File: src/wss_pkg.sv
// constants, register map and state encoding of the waveform slot sequencer
// assumes a 125 MHz bus clock and word-aligned single AHB-Lite transfers
//
// Contract
// each slot register holds a delay flag in bit 7 and a seven-bit value in bits 6..0, both resetting to zero.
// a slot with its delay flag set idles the playback engine for value times 10 ms.
// a slot with its delay flag clear names a waveform to be played in the sequence.
// a waveform identifier is used as the index of the waveform in the stored library.
// software starts playback by setting the trigger bit at index 0x0c, and playback begins at the slot at index 0x0f.
// when a slot's waveform ends the sequencer moves to the next slot and plays it if its value is not zero.
// the sequencer stops at a zero-valued slot or after the eighth slot (0x0f..0x16), whichever comes first.
package wss_pkg;

    // ------------------------------------------------------------
    // register indices (byte address = 4 * index)
    // ------------------------------------------------------------
    localparam logic [5:0] IDX_TRIGGER    = 6'h0c;
    localparam logic [5:0] IDX_SLOT_FIRST = 6'h0f;
    localparam logic [5:0] IDX_SLOT_THREE = 6'h11;
    localparam logic [5:0] IDX_SLOT_FOUR  = 6'h12;
    localparam logic [5:0] IDX_SLOT_LAST  = 6'h16;
    localparam int         NUM_SLOTS      = 8;

    // ------------------------------------------------------------
    // fields and reset values
    // ------------------------------------------------------------
    localparam int         TRIG_GO_BIT    = 0;
    localparam int         TRIG_CUR_LSB   = 1;
    localparam int         SLOT_DELAY_BIT = 7;
    localparam int         SLOT_VALUE_MSB = 6;
    localparam logic [7:0] SLOT_RESET     = 8'h00;

    // ------------------------------------------------------------
    // timing
    // ------------------------------------------------------------
    localparam int CLK_PERIOD_NS = 8;
    localparam int DELAY_STEP_MS = 10;
    localparam int DELAY_STEP_CYCLES = DELAY_STEP_MS * 1000000 / CLK_PERIOD_NS;

    // ------------------------------------------------------------
    // sequencer states, gray in the order idle-fetch-play-wait
    // ------------------------------------------------------------
    typedef enum logic [1:0] {
        WSS_IDLE  = 2'b00,
        WSS_FETCH = 2'b01,
        WSS_PLAY  = 2'b11,
        WSS_WAIT  = 2'b10
    } wss_state_t;

endpackage : wss_pkg

File: src/wss_step_timer.sv
// idle-period timer: counts a number of 10 ms steps
// assumes units is non-zero when start is pulsed
`timescale 1ns/1ps
`default_nettype none
module wss_step_timer #(
    parameter int STEP_CYCLES = wss_pkg::DELAY_STEP_CYCLES
) (
    input  wire logic       hclk,
    input  wire logic       hresetn,
    input  wire logic       start,
    input  wire logic       abort,
    input  wire logic [6:0] units,
    output logic            done
);
    logic [23:0] step_q, step_d;
    logic [6:0]  unit_q, unit_d;
    logic        run_q,  run_d;
    logic        done_q, done_d;

    // ------------------------------------------------------------
    // next state
    // ------------------------------------------------------------
    always_comb begin
        step_d = step_q;
        unit_d = unit_q;
        run_d  = run_q;
        done_d = 1'b0;
        if (abort) begin
            run_d = 1'b0;
        end else if (start) begin
            step_d = 24'h000000;
            unit_d = units;
            run_d  = 1'b1;
        end else if (run_q) begin
            if (step_q == 24'(STEP_CYCLES - 1)) begin
                step_d = 24'h000000;
                unit_d = unit_q - 7'h01;
                if (unit_q == 7'h01) begin
                    run_d  = 1'b0;
                    done_d = 1'b1;
                end
            end else begin
                step_d = step_q + 24'h000001;
            end
        end
    end

    always_ff @(posedge hclk or negedge hresetn) begin
        if (!hresetn) begin
            step_q <= 24'h000000;
            unit_q <= 7'h00;
            run_q  <= 1'b0;
            done_q <= 1'b0;
        end else begin
            step_q <= step_d;
            unit_q <= unit_d;
            run_q  <= run_d;
            done_q <= done_d;
        end
    end

    assign done = done_q;

endmodule : wss_step_timer
`default_nettype wire

File: src/wss_top.sv
// waveform slot sequencer: eight slot registers, trigger, AHB-Lite slave
// assumes play_done comes from the playback engine on hclk
`timescale 1ns/1ps
`default_nettype none
module wss_top #(
    parameter int STEP_CYCLES = wss_pkg::DELAY_STEP_CYCLES
) (
    input  wire logic        hclk,
    input  wire logic        hresetn,
    input  wire logic        hsel,
    input  wire logic [31:0] haddr,
    input  wire logic [1:0]  htrans,
    input  wire logic        hwrite,
    input  wire logic [2:0]  hsize,
    input  wire logic [31:0] hwdata,
    input  wire logic        hready,
    output logic             hreadyout,
    output logic             hresp,
    output logic [31:0]      hrdata,
    input  wire logic        play_done,
    output logic             play_start,
    output logic [6:0]       play_index,
    output logic             seq_busy
);
    localparam int NS = wss_pkg::NUM_SLOTS;

    // ------------------------------------------------------------
    // bus slave
    // ------------------------------------------------------------
    // zero wait states: read data is fetched in the address phase so it
    // stands from a flop during the data phase
    logic        addr_ph;
    logic        wr_q, wr_d;
    logic [5:0]  idx_q, idx_d;
    logic [31:0] rdata_q, rdata_d;
    logic [7:0]  slot_q [NS];
    logic [7:0]  slot_d [NS];
    logic        go_q, go_d;
    logic [2:0]  cur_q, cur_d;
    wss_pkg::wss_state_t st_q, st_d;
    logic        start_q, start_d;
    logic [6:0]  pidx_q, pidx_d;
    logic        go_wr, go_wval;
    logic [5:0]  a_idx;
    logic [5:0]  a_off, w_off;
    logic [7:0]  cur_slot;
    logic        tmr_start, tmr_abort, tmr_done;

    assign addr_ph = hsel & htrans[1] & hready;
    assign a_idx   = haddr[7:2];
    assign a_off   = a_idx - wss_pkg::IDX_SLOT_FIRST;
    assign w_off   = idx_q - wss_pkg::IDX_SLOT_FIRST;
    assign go_wr   = wr_q && (idx_q == wss_pkg::IDX_TRIGGER);
    assign go_wval = hwdata[wss_pkg::TRIG_GO_BIT];

    always_comb begin
        wr_d    = addr_ph & hwrite;
        idx_d   = addr_ph ? a_idx : idx_q;
        rdata_d = 32'h00000000;
        if (addr_ph && !hwrite) begin
            if (a_idx == wss_pkg::IDX_TRIGGER) begin
                rdata_d[wss_pkg::TRIG_GO_BIT] = go_d;
                rdata_d[wss_pkg::TRIG_CUR_LSB +: 3] = cur_d;
            end else if (a_idx >= wss_pkg::IDX_SLOT_FIRST &&
                         a_idx <= wss_pkg::IDX_SLOT_LAST) begin
                rdata_d[7:0] = slot_d[a_off[2:0]];
            end
        end
    end

    // slot writes land in the data phase; the read path looks at the
    // next value so a read right behind a write sees the new data
    always_comb begin
        for (int i = 0; i < NS; i++) begin
            slot_d[i] = slot_q[i];
        end
        if (wr_q && idx_q >= wss_pkg::IDX_SLOT_FIRST &&
            idx_q <= wss_pkg::IDX_SLOT_LAST) begin
            slot_d[w_off[2:0]] = hwdata[7:0];
        end
    end

    // ------------------------------------------------------------
    // sequencer
    // ------------------------------------------------------------
    assign cur_slot = slot_q[cur_q];

    always_comb begin
        st_d      = st_q;
        cur_d     = cur_q;
        go_d      = go_q;
        start_d   = 1'b0;
        pidx_d    = pidx_q;
        tmr_start = 1'b0;
        tmr_abort = 1'b0;
        unique case (st_q)
            wss_pkg::WSS_IDLE: begin
                if (go_wr && go_wval) begin
                    go_d  = 1'b1;
                    cur_d = 3'h0;
                    st_d  = wss_pkg::WSS_FETCH;
                end
            end
            wss_pkg::WSS_FETCH: begin
                if (cur_slot[wss_pkg::SLOT_VALUE_MSB:0] == 7'h00) begin
                    go_d = 1'b0;
                    st_d = wss_pkg::WSS_IDLE;
                end else if (cur_slot[wss_pkg::SLOT_DELAY_BIT]) begin
                    tmr_start = 1'b1;
                    st_d      = wss_pkg::WSS_WAIT;
                end else begin
                    start_d = 1'b1;
                    pidx_d  = cur_slot[wss_pkg::SLOT_VALUE_MSB:0];
                    st_d    = wss_pkg::WSS_PLAY;
                end
            end
            wss_pkg::WSS_PLAY, wss_pkg::WSS_WAIT: begin
                if ((st_q == wss_pkg::WSS_PLAY && play_done) ||
                    (st_q == wss_pkg::WSS_WAIT && tmr_done)) begin
                    if (cur_q == 3'(NS - 1)) begin
                        go_d = 1'b0;
                        st_d = wss_pkg::WSS_IDLE;
                    end else begin
                        cur_d = cur_q + 3'h1;
                        st_d  = wss_pkg::WSS_FETCH;
                    end
                end
            end
        endcase
        // writing zero to the trigger aborts; the abort wins over a pending start
        if (go_wr && !go_wval && st_q != wss_pkg::WSS_IDLE) begin
            go_d      = 1'b0;
            start_d   = 1'b0;
            tmr_abort = 1'b1;
            st_d      = wss_pkg::WSS_IDLE;
        end
    end

    wss_step_timer #(
        .STEP_CYCLES (STEP_CYCLES)
    ) u_timer (
        .hclk    (hclk),
        .hresetn (hresetn),
        .start   (tmr_start),
        .abort   (tmr_abort),
        .units   (cur_slot[wss_pkg::SLOT_VALUE_MSB:0]),
        .done    (tmr_done)
    );

    // ------------------------------------------------------------
    // registers
    // ------------------------------------------------------------
    always_ff @(posedge hclk or negedge hresetn) begin
        if (!hresetn) begin
            wr_q    <= 1'b0;
            idx_q   <= 6'h00;
            rdata_q <= 32'h00000000;
            for (int i = 0; i < NS; i++) begin
                slot_q[i] <= wss_pkg::SLOT_RESET;
            end
            go_q    <= 1'b0;
            cur_q   <= 3'h0;
            st_q    <= wss_pkg::WSS_IDLE;
            start_q <= 1'b0;
            pidx_q  <= 7'h00;
        end else begin
            wr_q    <= wr_d;
            idx_q   <= idx_d;
            rdata_q <= rdata_d;
            for (int i = 0; i < NS; i++) begin
                slot_q[i] <= slot_d[i];
            end
            go_q    <= go_d;
            cur_q   <= cur_d;
            st_q    <= st_d;
            start_q <= start_d;
            pidx_q  <= pidx_d;
        end
    end

    assign hreadyout  = 1'b1;
    assign hresp      = 1'b0;
    assign hrdata     = rdata_q;
    assign play_start = start_q;
    assign play_index = pidx_q;
    assign seq_busy   = go_q;

    // ------------------------------------------------------------
    // assertions
    // ------------------------------------------------------------
    property p_slot_read_high_zero;
        @(posedge hclk) disable iff (!hresetn)
        (addr_ph && !hwrite && a_idx == wss_pkg::IDX_SLOT_THREE)
            |=> (hrdata[31:8] == 24'h000000 && hrdata[7:0] == slot_q[2]);
    endproperty
    a_slot_read_high_zero: assert property (p_slot_read_high_zero)
        else $error("slot read data wrong");

    property p_delay_enters_wait;
        @(posedge hclk) disable iff (!hresetn)
        (st_q == wss_pkg::WSS_FETCH && cur_slot[7] && cur_slot[6:0] != 7'h00
         && !go_wr) |=> (st_q == wss_pkg::WSS_WAIT && !play_start);
    endproperty
    a_delay_enters_wait: assert property (p_delay_enters_wait)
        else $error("delay slot did not idle");

    property p_wave_starts_play;
        @(posedge hclk) disable iff (!hresetn)
        (st_q == wss_pkg::WSS_FETCH && !cur_slot[7] && cur_slot[6:0] != 7'h00
         && !go_wr) |=> (play_start && st_q == wss_pkg::WSS_PLAY);
    endproperty
    a_wave_starts_play: assert property (p_wave_starts_play)
        else $error("waveform slot did not play");

    property p_index_from_slot;
        @(posedge hclk) disable iff (!hresetn)
        play_start |-> (play_index == slot_q[cur_q][6:0]);
    endproperty
    a_index_from_slot: assert property (p_index_from_slot)
        else $error("play index differs from slot value");

    property p_go_starts_first;
        @(posedge hclk) disable iff (!hresetn)
        (st_q == wss_pkg::WSS_IDLE && go_wr && go_wval)
            |=> (st_q == wss_pkg::WSS_FETCH && cur_q == 3'h0 && seq_busy);
    endproperty
    a_go_starts_first: assert property (p_go_starts_first)
        else $error("trigger did not start at first slot");

    property p_advance;
        @(posedge hclk) disable iff (!hresetn)
        (st_q == wss_pkg::WSS_PLAY && play_done && cur_q != 3'h7 && !go_wr)
            |=> (st_q == wss_pkg::WSS_FETCH && cur_q == $past(cur_q) + 3'h1);
    endproperty
    a_advance: assert property (p_advance)
        else $error("sequencer did not advance");

    property p_stop;
        @(posedge hclk) disable iff (!hresetn)
        ((st_q == wss_pkg::WSS_FETCH && cur_slot[6:0] == 7'h00) ||
         (st_q == wss_pkg::WSS_PLAY && play_done && cur_q == 3'h7))
            |=> (st_q == wss_pkg::WSS_IDLE && !seq_busy);
    endproperty
    a_stop: assert property (p_stop)
        else $error("sequencer did not stop");

endmodule : wss_top
`default_nettype wire

File: config.mk
export PLATFORM = sky130hd
export DESIGN_NAME = wss_top
export DESIGN_NICKNAME = d
export VERILOG_FILES = /design/src/wss_pkg.sv /design/src/wss_step_timer.sv /design/src/wss_top.sv
export SDC_FILE = /design/constraint.sdc
export NUM_CORES = 1
export LEC_CHECK = 0
export ABC_AREA = 0
export BUFFER_PORTS_ARGS = -buffer_cell sky130_fd_sc_hd__buf_2
export CORE_MARGIN = 2
export CORE_UTILIZATION = 58
export DETAILED_ROUTE_END_ITERATION = 10
export GPL_TIMING_DRIVEN = 1
export PLACE_DENSITY = 0.9
export SLEW_MARGIN = 20
export SYNTH_ARGS = -nofsm -noshare
export SYNTH_HDL_FRONTEND = slang
export SYNTH_SLANG_ARGS = --single-unit
export TNS_END_PERCENT = 5
File: constraint.sdc
create_clock -name hclk -period 4 [get_ports hclk]
set_input_delay 0.6 -clock hclk [delete_from_list [all_inputs] [get_ports hclk]]
set_output_delay 0.6 -clock hclk [all_outputs]
set_load 0.005 [all_outputs]
==> metrics, run 1 <==
dominant delay contributor by cell family on the critical path=simple AND/OR/NAND/NOR gates; worst relative slew slack=27.54%; Worst Hold Class=in -> async; DRC violation total after the first TritonRoute iteration=just under 1000; EDFF count, synth=0; vias per cell=6.747; x dimension of the die=118.8 um; core area=roughly 13000 sq um; Skew-Pair Late Insertion Delay=430 ps; sum of negative setup slack=0 ps; cell with the most instances after synthesis=dfrtp_1; Syn. warnings=0; Initial Utilization=60.07%; number of synthesized register bits=126; Final Skew=8.800 ps; sort of element at the start of the critical path=flop; number of endpoints failing setup at the final stage=0; non-filler instance count after layout=987; sequential cell area fraction in the yosys report=between 40% and 50%; diode count=0; most frequent cells after synthesis=126 x dfrtp_1, 77 x nand2_1, 47 x o21ai_0, 44 x mux2_2, 39 x nor2_1; fin worst setup slack=442.8 ps; worst endpoint required time=4320 ps; GR Util All Layers=a little under a third; Detail Placement HPWL=14100 um; die footprint=14110 sq um; antenna violations before repair=0; Mapped Cells=767; master of the slowest instance on the critical path=nor3_2; number of cell rows=41; Arr. time, crit path=3870 ps; reg-to-reg slack, setup=440 ps; CTS buffer count=17; fraction of post-synthesis cell area in the top cell type by area=41.26%; Syn Area/Cell=9.964 sq um; crit share post-route=88.93%; crit path capture type=flop; number of distinct library cells after synthesis=75; number of nets still failing antenna checks after routing=0; Worst Path Max Fanout=16; Final Wtd Congestion=0.9910; max-cap viol count=0; drt pass-1 iters=7; setup repair after global routing missed its margin=no; clock-pin slew reported for the worst setup and hold paths after clock tree synthesis=60 ps; delay of the slowest critical-path stage=950 ps; TritonCTS clock tree=done; number of sinks driven by the clock tree=between 100 and 150; critical path type=reg -> reg; CP Cell Sequence=ha_1 > nand2b_1 > o21a_1 > nor3_2 > mux2_2 > mux4_2 > o21a_1; top cells by area, synth=dfrtp_1 41%, mux2_2 6.5%, mux2i_1 4.5%; startpoint of the worst-slack reg-to-reg timing path=idx_q[0]; status=completed; highest achievable clock rate=281.1 MHz; post-layout minimum cycle time=3557 ps; actual slew at the worst max-slew pin=1081 ps; cell type with the largest total area after synthesis=dfrtp_1; vias in the first global route=6629; Place WS=approximately 600 ps; Residual DRC=0; Die Span Y=118.8 um; final global-route overflow total=0; post-CTS repair timing setup buffer count=0; number of primary I/O pins=118; wire length of the first global-routing pass=33550 um; count of pins over their slew limit=0; synthesis-to-finish area growth=10.63%; buffers plus inverters on the worst setup path=0; Async SR Flop Fraction=between 90% and 100%; Post-CTS Resized=0; nets=887; hold violation count in the final report=0; cts hold-fix bufs=0; Inst Count DP=~960; clock tree buffer depth=2; PwrDens=562.1 nW/um^2; share of final-layout standard cells stronger than drive strength 1=19.88%; Syn Std Cell Area=between 7000 and 8000 sq um; primary flip-flop cell chosen by synthesis mapping=dfrtp_1; detailed-route wire length per cell=20.97 um; number of H-tree branching levels=4; cell at the root of the clock tree=clkbuf_16; vias post-DR=6659; input/output buffers=37; Leak Pwr=3.623 nW; worst ir drop on vdd=0.3951 mV; Worst R2R End=hrdata[6]; depth of the most critical reg-to-reg path=7; cell repeated most along the worst path=o21a_1; largest net degree at the start of global routing=76; overall routed net length=20700 um
state kept, by name, summed over array words and instances (netlist names), 2 cells and up:
signal          flops
hrdata              8
u_timer.step_q     24
idx_q               6
slot_q             64
u_timer.unit_q      7
play_index          7
st_q                2
cur_q               3
cell usage in the layout (no fill, tap or decap), types with 6 or more instances in the layout:
master,netlist,layout
buf_2,4,36
ha_1,10,10
clkinvlp_4,0,7
nand2_1,77,77
nand3_1,31,31
a22o_1,6,6
clkbuf_16,0,17
a31oi_1,17,17
dfrtp_1,126,126
o31ai_1,12,12
nand4_1,9,9
o22ai_1,6,6
nand2b_1,11,11
buf_4,28,21
mux2_2,44,44
inv_1,18,18
o21ai_0,47,47
conb_1,2,26
mux2i_1,34,34
a21oi_1,33,33
nor4_1,10,10
o21a_1,9,9
nor2_1,39,39
or3_1,9,9
and3_1,15,15
or4_1,10,10
nor3_1,13,13
mux4_2,13,13
cell families after synthesis:
group                      after synthesis  synth area share, %
and+or+nand+nor                        264                18.37
AOI/OAI and AO/OA                      176                15.16
DFF                                    126                41.26
muxes                                   96                16.29
buffers and inverters                   84                6.156
adders and majority gates               10                1.637
xor gates and xnor gates                 9                1.031
other                                    2              0.09827
layout make-up:
type                    instances  area, sq um
fillers                       985         4268
well taps                     172        215.2
flip-flops and latches        126         3153
clock inverters                13        118.9
inverters                      18        67.56
clock buffers                  19        432.9
repair buffers                 58        357.8
multi-input cells             581         4109
how the worst max path moves through the flow:
stage / start / end / slack (ps) / cells past startpoint
finish: idx_q[0] / hrdata[6] / 440 / 7
global route: cur_q[0] / u_timer.step_q[17] / 350 / 7
CTS: cur_q[0] / u_timer.step_q[23] / 530 / 7
detailed placement: cur_q[0] / u_timer.step_q[23] / 590 / 7
global placement: idx_q[0] / hrdata[6] / 670 / 7
floorplan: idx_q[0] / hrdata[4] / 1110 / 9
where the power goes:
part           internal (mW)  switching (mW)
logic                  0.660           0.907
registers               1.48           0.254
clock network          0.852           0.597
total                   2.99            1.76
per-stage QoR:
| stage | util (%) | cell area [sq um] | power (mW) | hold WS, ps |
|---|---|---|---|---|
| floorplan | - | 7732 | 2.880 | 304.4 |
| global placement | 62.12 | 7903 | 3.187 | 478.7 |
| detailed placement | 62.12 | 7903 | 3.265 | 487.0 |
| CTS | 66.45 | 8454 | 4.726 | 232.0 |
| global route | 66.45 | 8454 | 4.970 | 274.0 |
| finish | 66.45 | 8454 | 4.752 | 209.4 |
layer usage:
layer | global-route usage, % | part of all wire, %
met1 | 36.18 | 37
met2 | 48.67 | 48
met3 | 10.09 | 11
met4 | 17.04 | 4.8
met5 | 0 | 0
No activity file was read; power rests on OpenSTA's default activity.
==> run 2, diff against run 1 <==
- SYNTH_HIERARCHICAL: default -> 1
==> metrics, run 2 <==
top register by number of flip-flops=slot_q; parity-gate share of the synthesized area counting xor and xnor cells=1.885%; GR Util All Layers=between 20% and 30%; Skew-Pair Late Insertion Delay=430 ps; final global-route overflow total=0; most frequent cells after synthesis=126 x dfrtp_1, 80 x mux2_2, 60 x nand2_1, 55 x nor2_1; core occupancy in the finished layout=about two thirds; Worst Hold Class=in -> async; number of cell rows=42; core area=13300 sq um; fin worst setup slack=338.1 ps; antenna violations before repair=0; status=completed; diode count=0; switching power share of the total=between 20% and 30%; global routing met3 resource utilization=6.745%; overall routed net length=20130 um; setup repair after global routing missed its margin=no; combinational family with the most area after synthesis=simple AND/OR/NAND/NOR gates; number of nets still failing antenna checks after routing=0; top cells by area, synth=dfrtp_1 40%, mux2_2 11%, mux4_1 4.7%; cell at the root of the clock tree=clkbuf_16; crit path capture type=flop; count of pins over their slew limit=0; Place WS=349.4 ps; Syn Area/Cell=just over 10 sq um; max reg flops=64; Final Skew=7.195 ps; x dimension of the die=approximately 120 um; vias in the first global route=6297; actual slew at the worst max-slew pin=around 900 ps; sum of negative setup slack=0 ps; number of primary I/O pins=118; sort of element at the start of the critical path=flop; layer with the highest usage=met2; arithmetic-cell share of the synthesized area counting full adders, half adders and majority gates=about 1.6%; DRC violation total after the first TritonRoute iteration=1059; Arr. time, crit path=~4000 ps; highest achievable clock rate=around 270 MHz; Internal Pwr Total=2.440 mW; commonest cells after routing, fill and taps aside=126 x dfrtp_1, 80 x mux2_2, 60 x nand2_1; sequential cell area fraction in the yosys report=39.92%; post-CTS repair timing setup buffer count=0; Initial Utilization=59.40%; drt pass-1 iters=6; synthesis-to-finish area growth=10.27%; critical path type=reg -> reg; number of endpoints failing setup at the final stage=0; EDFF count, synth=0; vias post-DR=6578; Comb power frac=~15%; largest net degree at the start of global routing=59; input/output buffers=37; Syn Std Cell Area=7898 sq um; fraction of post-synthesis cell area in the top cell type by area=39.92%; max-cap viol count=0; mux share of post-synthesis cell area=~18%; cell type with the largest total area after synthesis=dfrtp_1; TritonCTS clock tree=done; PwrDens=390.2 nW/um^2; worst ir drop on vdd=0.3596 mV; Final Wtd Congestion=0.9425; CTS buffer count=17; number of sinks driven by the clock tree=126; number of distinct library cells after synthesis=79; Async SR Flop Fraction=100.0%; cts hold-fix bufs=0; number of H-tree branching levels=4; worst endpoint required time=4290 ps; net switching power=approximately 0.96 mW; hold violation count in the final report=0; Die Span Y=120.7 um; Detail Placement HPWL=13450 um; Mapped Cells=765; primary flip-flop cell chosen by synthesis mapping=dfrtp_1; die footprint=14570 sq um; Leak Pwr=~4.0 nW; global routing usage on met2=~44%; detailed-route wire length per cell=20.48 um; synthesized-area fraction occupied by ao, oa, aoi and oai cells=14.07%; most common cell after layout, fill and taps aside=dfrtp_1; Residual DRC=0; Worst Path Max Fanout=22; fraction of the mapped netlist area in simple logic gates=18.27%; post-layout minimum cycle time=3662 ps; number of synthesized register bits=126; clock tree buffer depth=2; Syn. warnings=6; Clk pwr share=42.5%; sequential cell fraction of total power=42.2%; share of final-layout standard cells stronger than drive strength 1=25.53%; global-route track usage on met1=38.06%; clock-pin slew reported for the worst setup and hold paths after clock tree synthesis=around 60 ps; vias per cell=between 6 and 7; cell with the most instances after synthesis=dfrtp_1; wire length of the first global-routing pass=between 30000 and 40000 um; nets=879; crit share post-route=91.55%; worst relative slew slack=39.79%
[run 2: cells by family after synthesis]
group           after synthesis
flops                       126
simple gates                262
buf+inv                      92
fa+ha+maj                    10
compound gates              150
mux                         106
xor+xnor                     17
other cells                   2
[run 2: final timing paths]
check,from,to,slack (ps),cells past startpoint
worst max-delay path,cur_q[0],u_timer/step_q[18],340,12
worst min-delay path,hresetn,u_timer/unit_q[2],240,1
worst max register to register,cur_q[0],u_timer/step_q[18],340,12
worst min register to register,play_index[1],play_index[1],500,1
max in group asynchronous,hresetn,idx_q[1],2870,2
min in group hclk,hwrite,wr_q,420,3
[run 2: worst max-delay path, stage by stage (launching register included)]
cell and delay, ps:
dfrtp_1 340, buf_4 330, mux4_1 620, mux2_2 350, nor4_4 310, a211oi_2 150
nor2b_1 170, o21bai_1 160, buf_4 280, nor2_1 100, o21ai_1 370, or3_1 220
o211ai_1 110
[run 2: what timing repair did]
item	CTS	global route
hold endpoints to repair	0	0
gates resized for setup	0	1
endpoints found under the setup margin	0	1
[run 2: routing by layer]
layer | routed length, um | share of wire, %
met4 | 703 | 3.5
met1 | 8031 | 40
met3 | 1921 | 9.5
met2 | 9475 | 47
met5 | 0 | 0
[run 2: power groups by stage]
stage                     sequential [mW]  combinational, mW  clock (mW)
after floorplan                      1.41              0.409           0
after global placement               1.45              0.491           0
after detailed placement             1.45              0.509           0
after CTS                            1.43              0.512        1.46
after global routing                 1.44              0.564        1.52
final                                1.43              0.521        1.44
[run 2: final cells by class]
type                       instances  area (sq um)
sequential                       126          3153
multi-input combinational        571          4343
inverter                          15         56.30
clock inverter                    11         92.59
tap                              176         220.2
fill                             966          4587
timing repair buffer              63         382.9
clock buffer                      21         460.4
[run 2: per-stage QoR]
step	total power, mW	instances	hold slack (ps)	area, sq um
finish	3.398	983	241.5	8708
global route	3.530	983	307.7	8708
CTS	3.399	983	275.0	8706
detailed placement	1.960	951	497.5	8153
global placement	1.938	951	481.9	8153
floorplan	1.822	789	304.4	7988
==> run 3, diff against run 2 <==
- CORE_UTILIZATION: 58 -> 30
- PLACE_DENSITY: 0.9 -> 0.56
==> metrics, run 3 (synthesized netlist as in run 2, its figures left out) <==
antenna violations before repair=3; Clk pwr share=44.5%; sequential cell fraction of total power=around two fifths; cts hold-fix bufs=0; crit share post-route=88.36%; Comb power frac=15.2%; Residual DRC=0; Internal Pwr Total=between 2 and 3 mW; Final Wtd Congestion=about 0.80; switching power share of the total=28.86%; net switching power=1.023 mW; most common cell after layout, fill and taps aside=dfrtp_1; share of final-layout standard cells stronger than drive strength 1=26.20%; x dimension of the die=166.3 um; setup repair after global routing missed its margin=no; drt pass-1 iters=5; Final Skew=12.10 ps; fillcell total=2616; overall routed net length=21650 um; Die Span Y=between 150 and 200 um; post-layout minimum cycle time=roughly 3500 ps; CTS buffer count=17; Worst Path Max Fanout=19; reg-to-reg slack, setup=between 400 and 500 ps; worst ir drop on vdd=0.2637 mV; worst endpoint required time=4340 ps; post-CTS repair timing setup buffer count=0; post-detailed-placement cell area=approximately 8400 sq um; GR Util All Layers=between 10% and 20%; number of primary I/O pins=approximately 120; Leak Pwr=4.011 nW; critical path endpoint=u_timer/step_q[18]; synthesis-to-finish area growth=14.23%; number of cell rows=59; number of endpoints failing setup at the final stage=0; worst relative slew slack=38.61%; max reg flops=64; sort of element at the start of the critical path=flop; nets=slightly below 900; Detail Placement HPWL=approximately 15000 um; detailed-route wire length per cell=between 15 and 20 um; number of H-tree branching levels=4; vias post-DR=6190; TritonCTS clock tree=done; final global-route overflow total=0; die footprint=between 20000 and 30000 sq um; Post-CTS Resized=0; max-cap viol count=0; crit path launch=cur_q[0]; hold violation count in the final report=0; Skew-Pair Late Insertion Delay=430 ps; Arr. time, crit path=3870 ps; vias per cell=5.387; sum of negative setup slack=0 ps; Post-Layout Inst Area=~9000 sq um; largest net degree at the start of global routing=95; vias in the first global route=just under 6000; cell at the root of the clock tree=clkbuf_16; core area=25980 sq um; count of pins over their slew limit=0; clock-pin slew reported for the worst setup and hold paths after clock tree synthesis=60 ps; Worst Hold Class=in -> async; PwrDens=392.8 nW/um^2; actual slew at the worst max-slew pin=920.9 ps; Initial Utilization=between 30% and 40%; Worst R2R End=u_timer/step_q[18]; crit path capture type=flop; top register by number of flip-flops=slot_q; highest achievable clock rate=282.9 MHz; number of sinks driven by the clock tree=between 100 and 150; commonest cells after routing, fill and taps aside=126 x dfrtp_1, 80 x mux2_2, 60 x nand2_1; wire length of the first global-routing pass=34680 um; number of nets still failing antenna checks after routing=0; DRC violation total after the first TritonRoute iteration=477; input/output buffers=37; critical path type=reg -> reg; status=completed; clock tree buffer depth=2; depth of the most critical reg-to-reg path=11; startpoint of the worst-slack reg-to-reg timing path=cur_q[0]
==> run 3: changes by cell type in the layout (fill, tap and decap cells not counted), moves of 2 or more <==
cell      change
buf_4         +4
clkinv_4      +3
clkbuf_1      -2
clkinv_2      -2
==> run 3: layer usage <==
metal / up-vias / global-route usage, % / wire [um]
met5: - / 0 / 13
met4: 2 / 4.160 / 238
met3: 21 / 3.503 / 1214
met2: 197 / 25.42 / 10380
met1: 3069 / 21.70 / 9804
li1: 2901 / - / -
==> run 3: critical path, cell delays in order, from the launching register on <==
cell,delay [ps]
dfrtp_1,320
buf_4,320
mux4_1,620
mux2_2,330
nor4_4,330
a211oi_2,160
nor2b_1,180
buf_4,210
nor2_1,170
o21ai_1,280
or3_1,430
o211ai_1,90
==> run 3: worst min path at each step <==
stage          cells past startpoint     startpoint  slack, ps       endpoint
3_3_place_gp                       2     slot_q[10]        490     slot_q[10]
2_1_floorplan                      0        hresetn        300       cur_q[0]
6_report                           1        hresetn        270  play_index[2]
3_5_place_dp                       1  play_index[2]        490  play_index[2]
4_1_cts                            1        hresetn        310  play_index[2]
5_1_grt                            1        hresetn        360  play_index[2]
==> run 3: power by group through the flow <==
stage,clock (mW),sequential [mW],combinational (mW)
4_1_cts,1.60,1.43,0.540
3_5_place_dp,0,1.45,0.537
5_1_grt,1.66,1.44,0.590
3_3_place_gp,0,1.45,0.530
6_report,1.58,1.43,0.539
2_1_floorplan,0,1.41,0.409
==> run 3: area by class of cell <==
| class | instances | area (sq um) | share of cell area (%) |
|---|---|---|---|
| inverters | 15 | 56.30 | 0.6241 |
| repair buffers | 69 | 444.2 | 4.924 |
| diodes | 1 | 2.502 | 0.02774 |
| clock inverters | 13 | 140.1 | 1.553 |
| clock buffers | 19 | 452.9 | 5.021 |
| flip-flops and latches | 126 | 3153 | 34.95 |
| multi-input cells | 571 | 4353 | 48.25 |
| well taps | 335 | 419.2 | 4.646 |
==> run 3: metrics by stage <==
stage / worst slack (ps) / std cells / hold slack, ps / util (%) / total power, mW
2_1_floorplan: 897.2 / 789 / 304.4 / - / 1.822
3_3_place_gp: 507.0 / 1116 / 486.0 / 32.42 / 1.977
3_5_place_dp: 465.1 / 1116 / 490.0 / 32.42 / 1.987
4_1_cts: 450.9 / 1148 / 311.6 / 34.71 / 3.568
5_1_grt: 298.1 / 1148 / 358.3 / 34.71 / 3.693
6_report: 465.4 / 1149 / 271.8 / 34.72 / 3.543
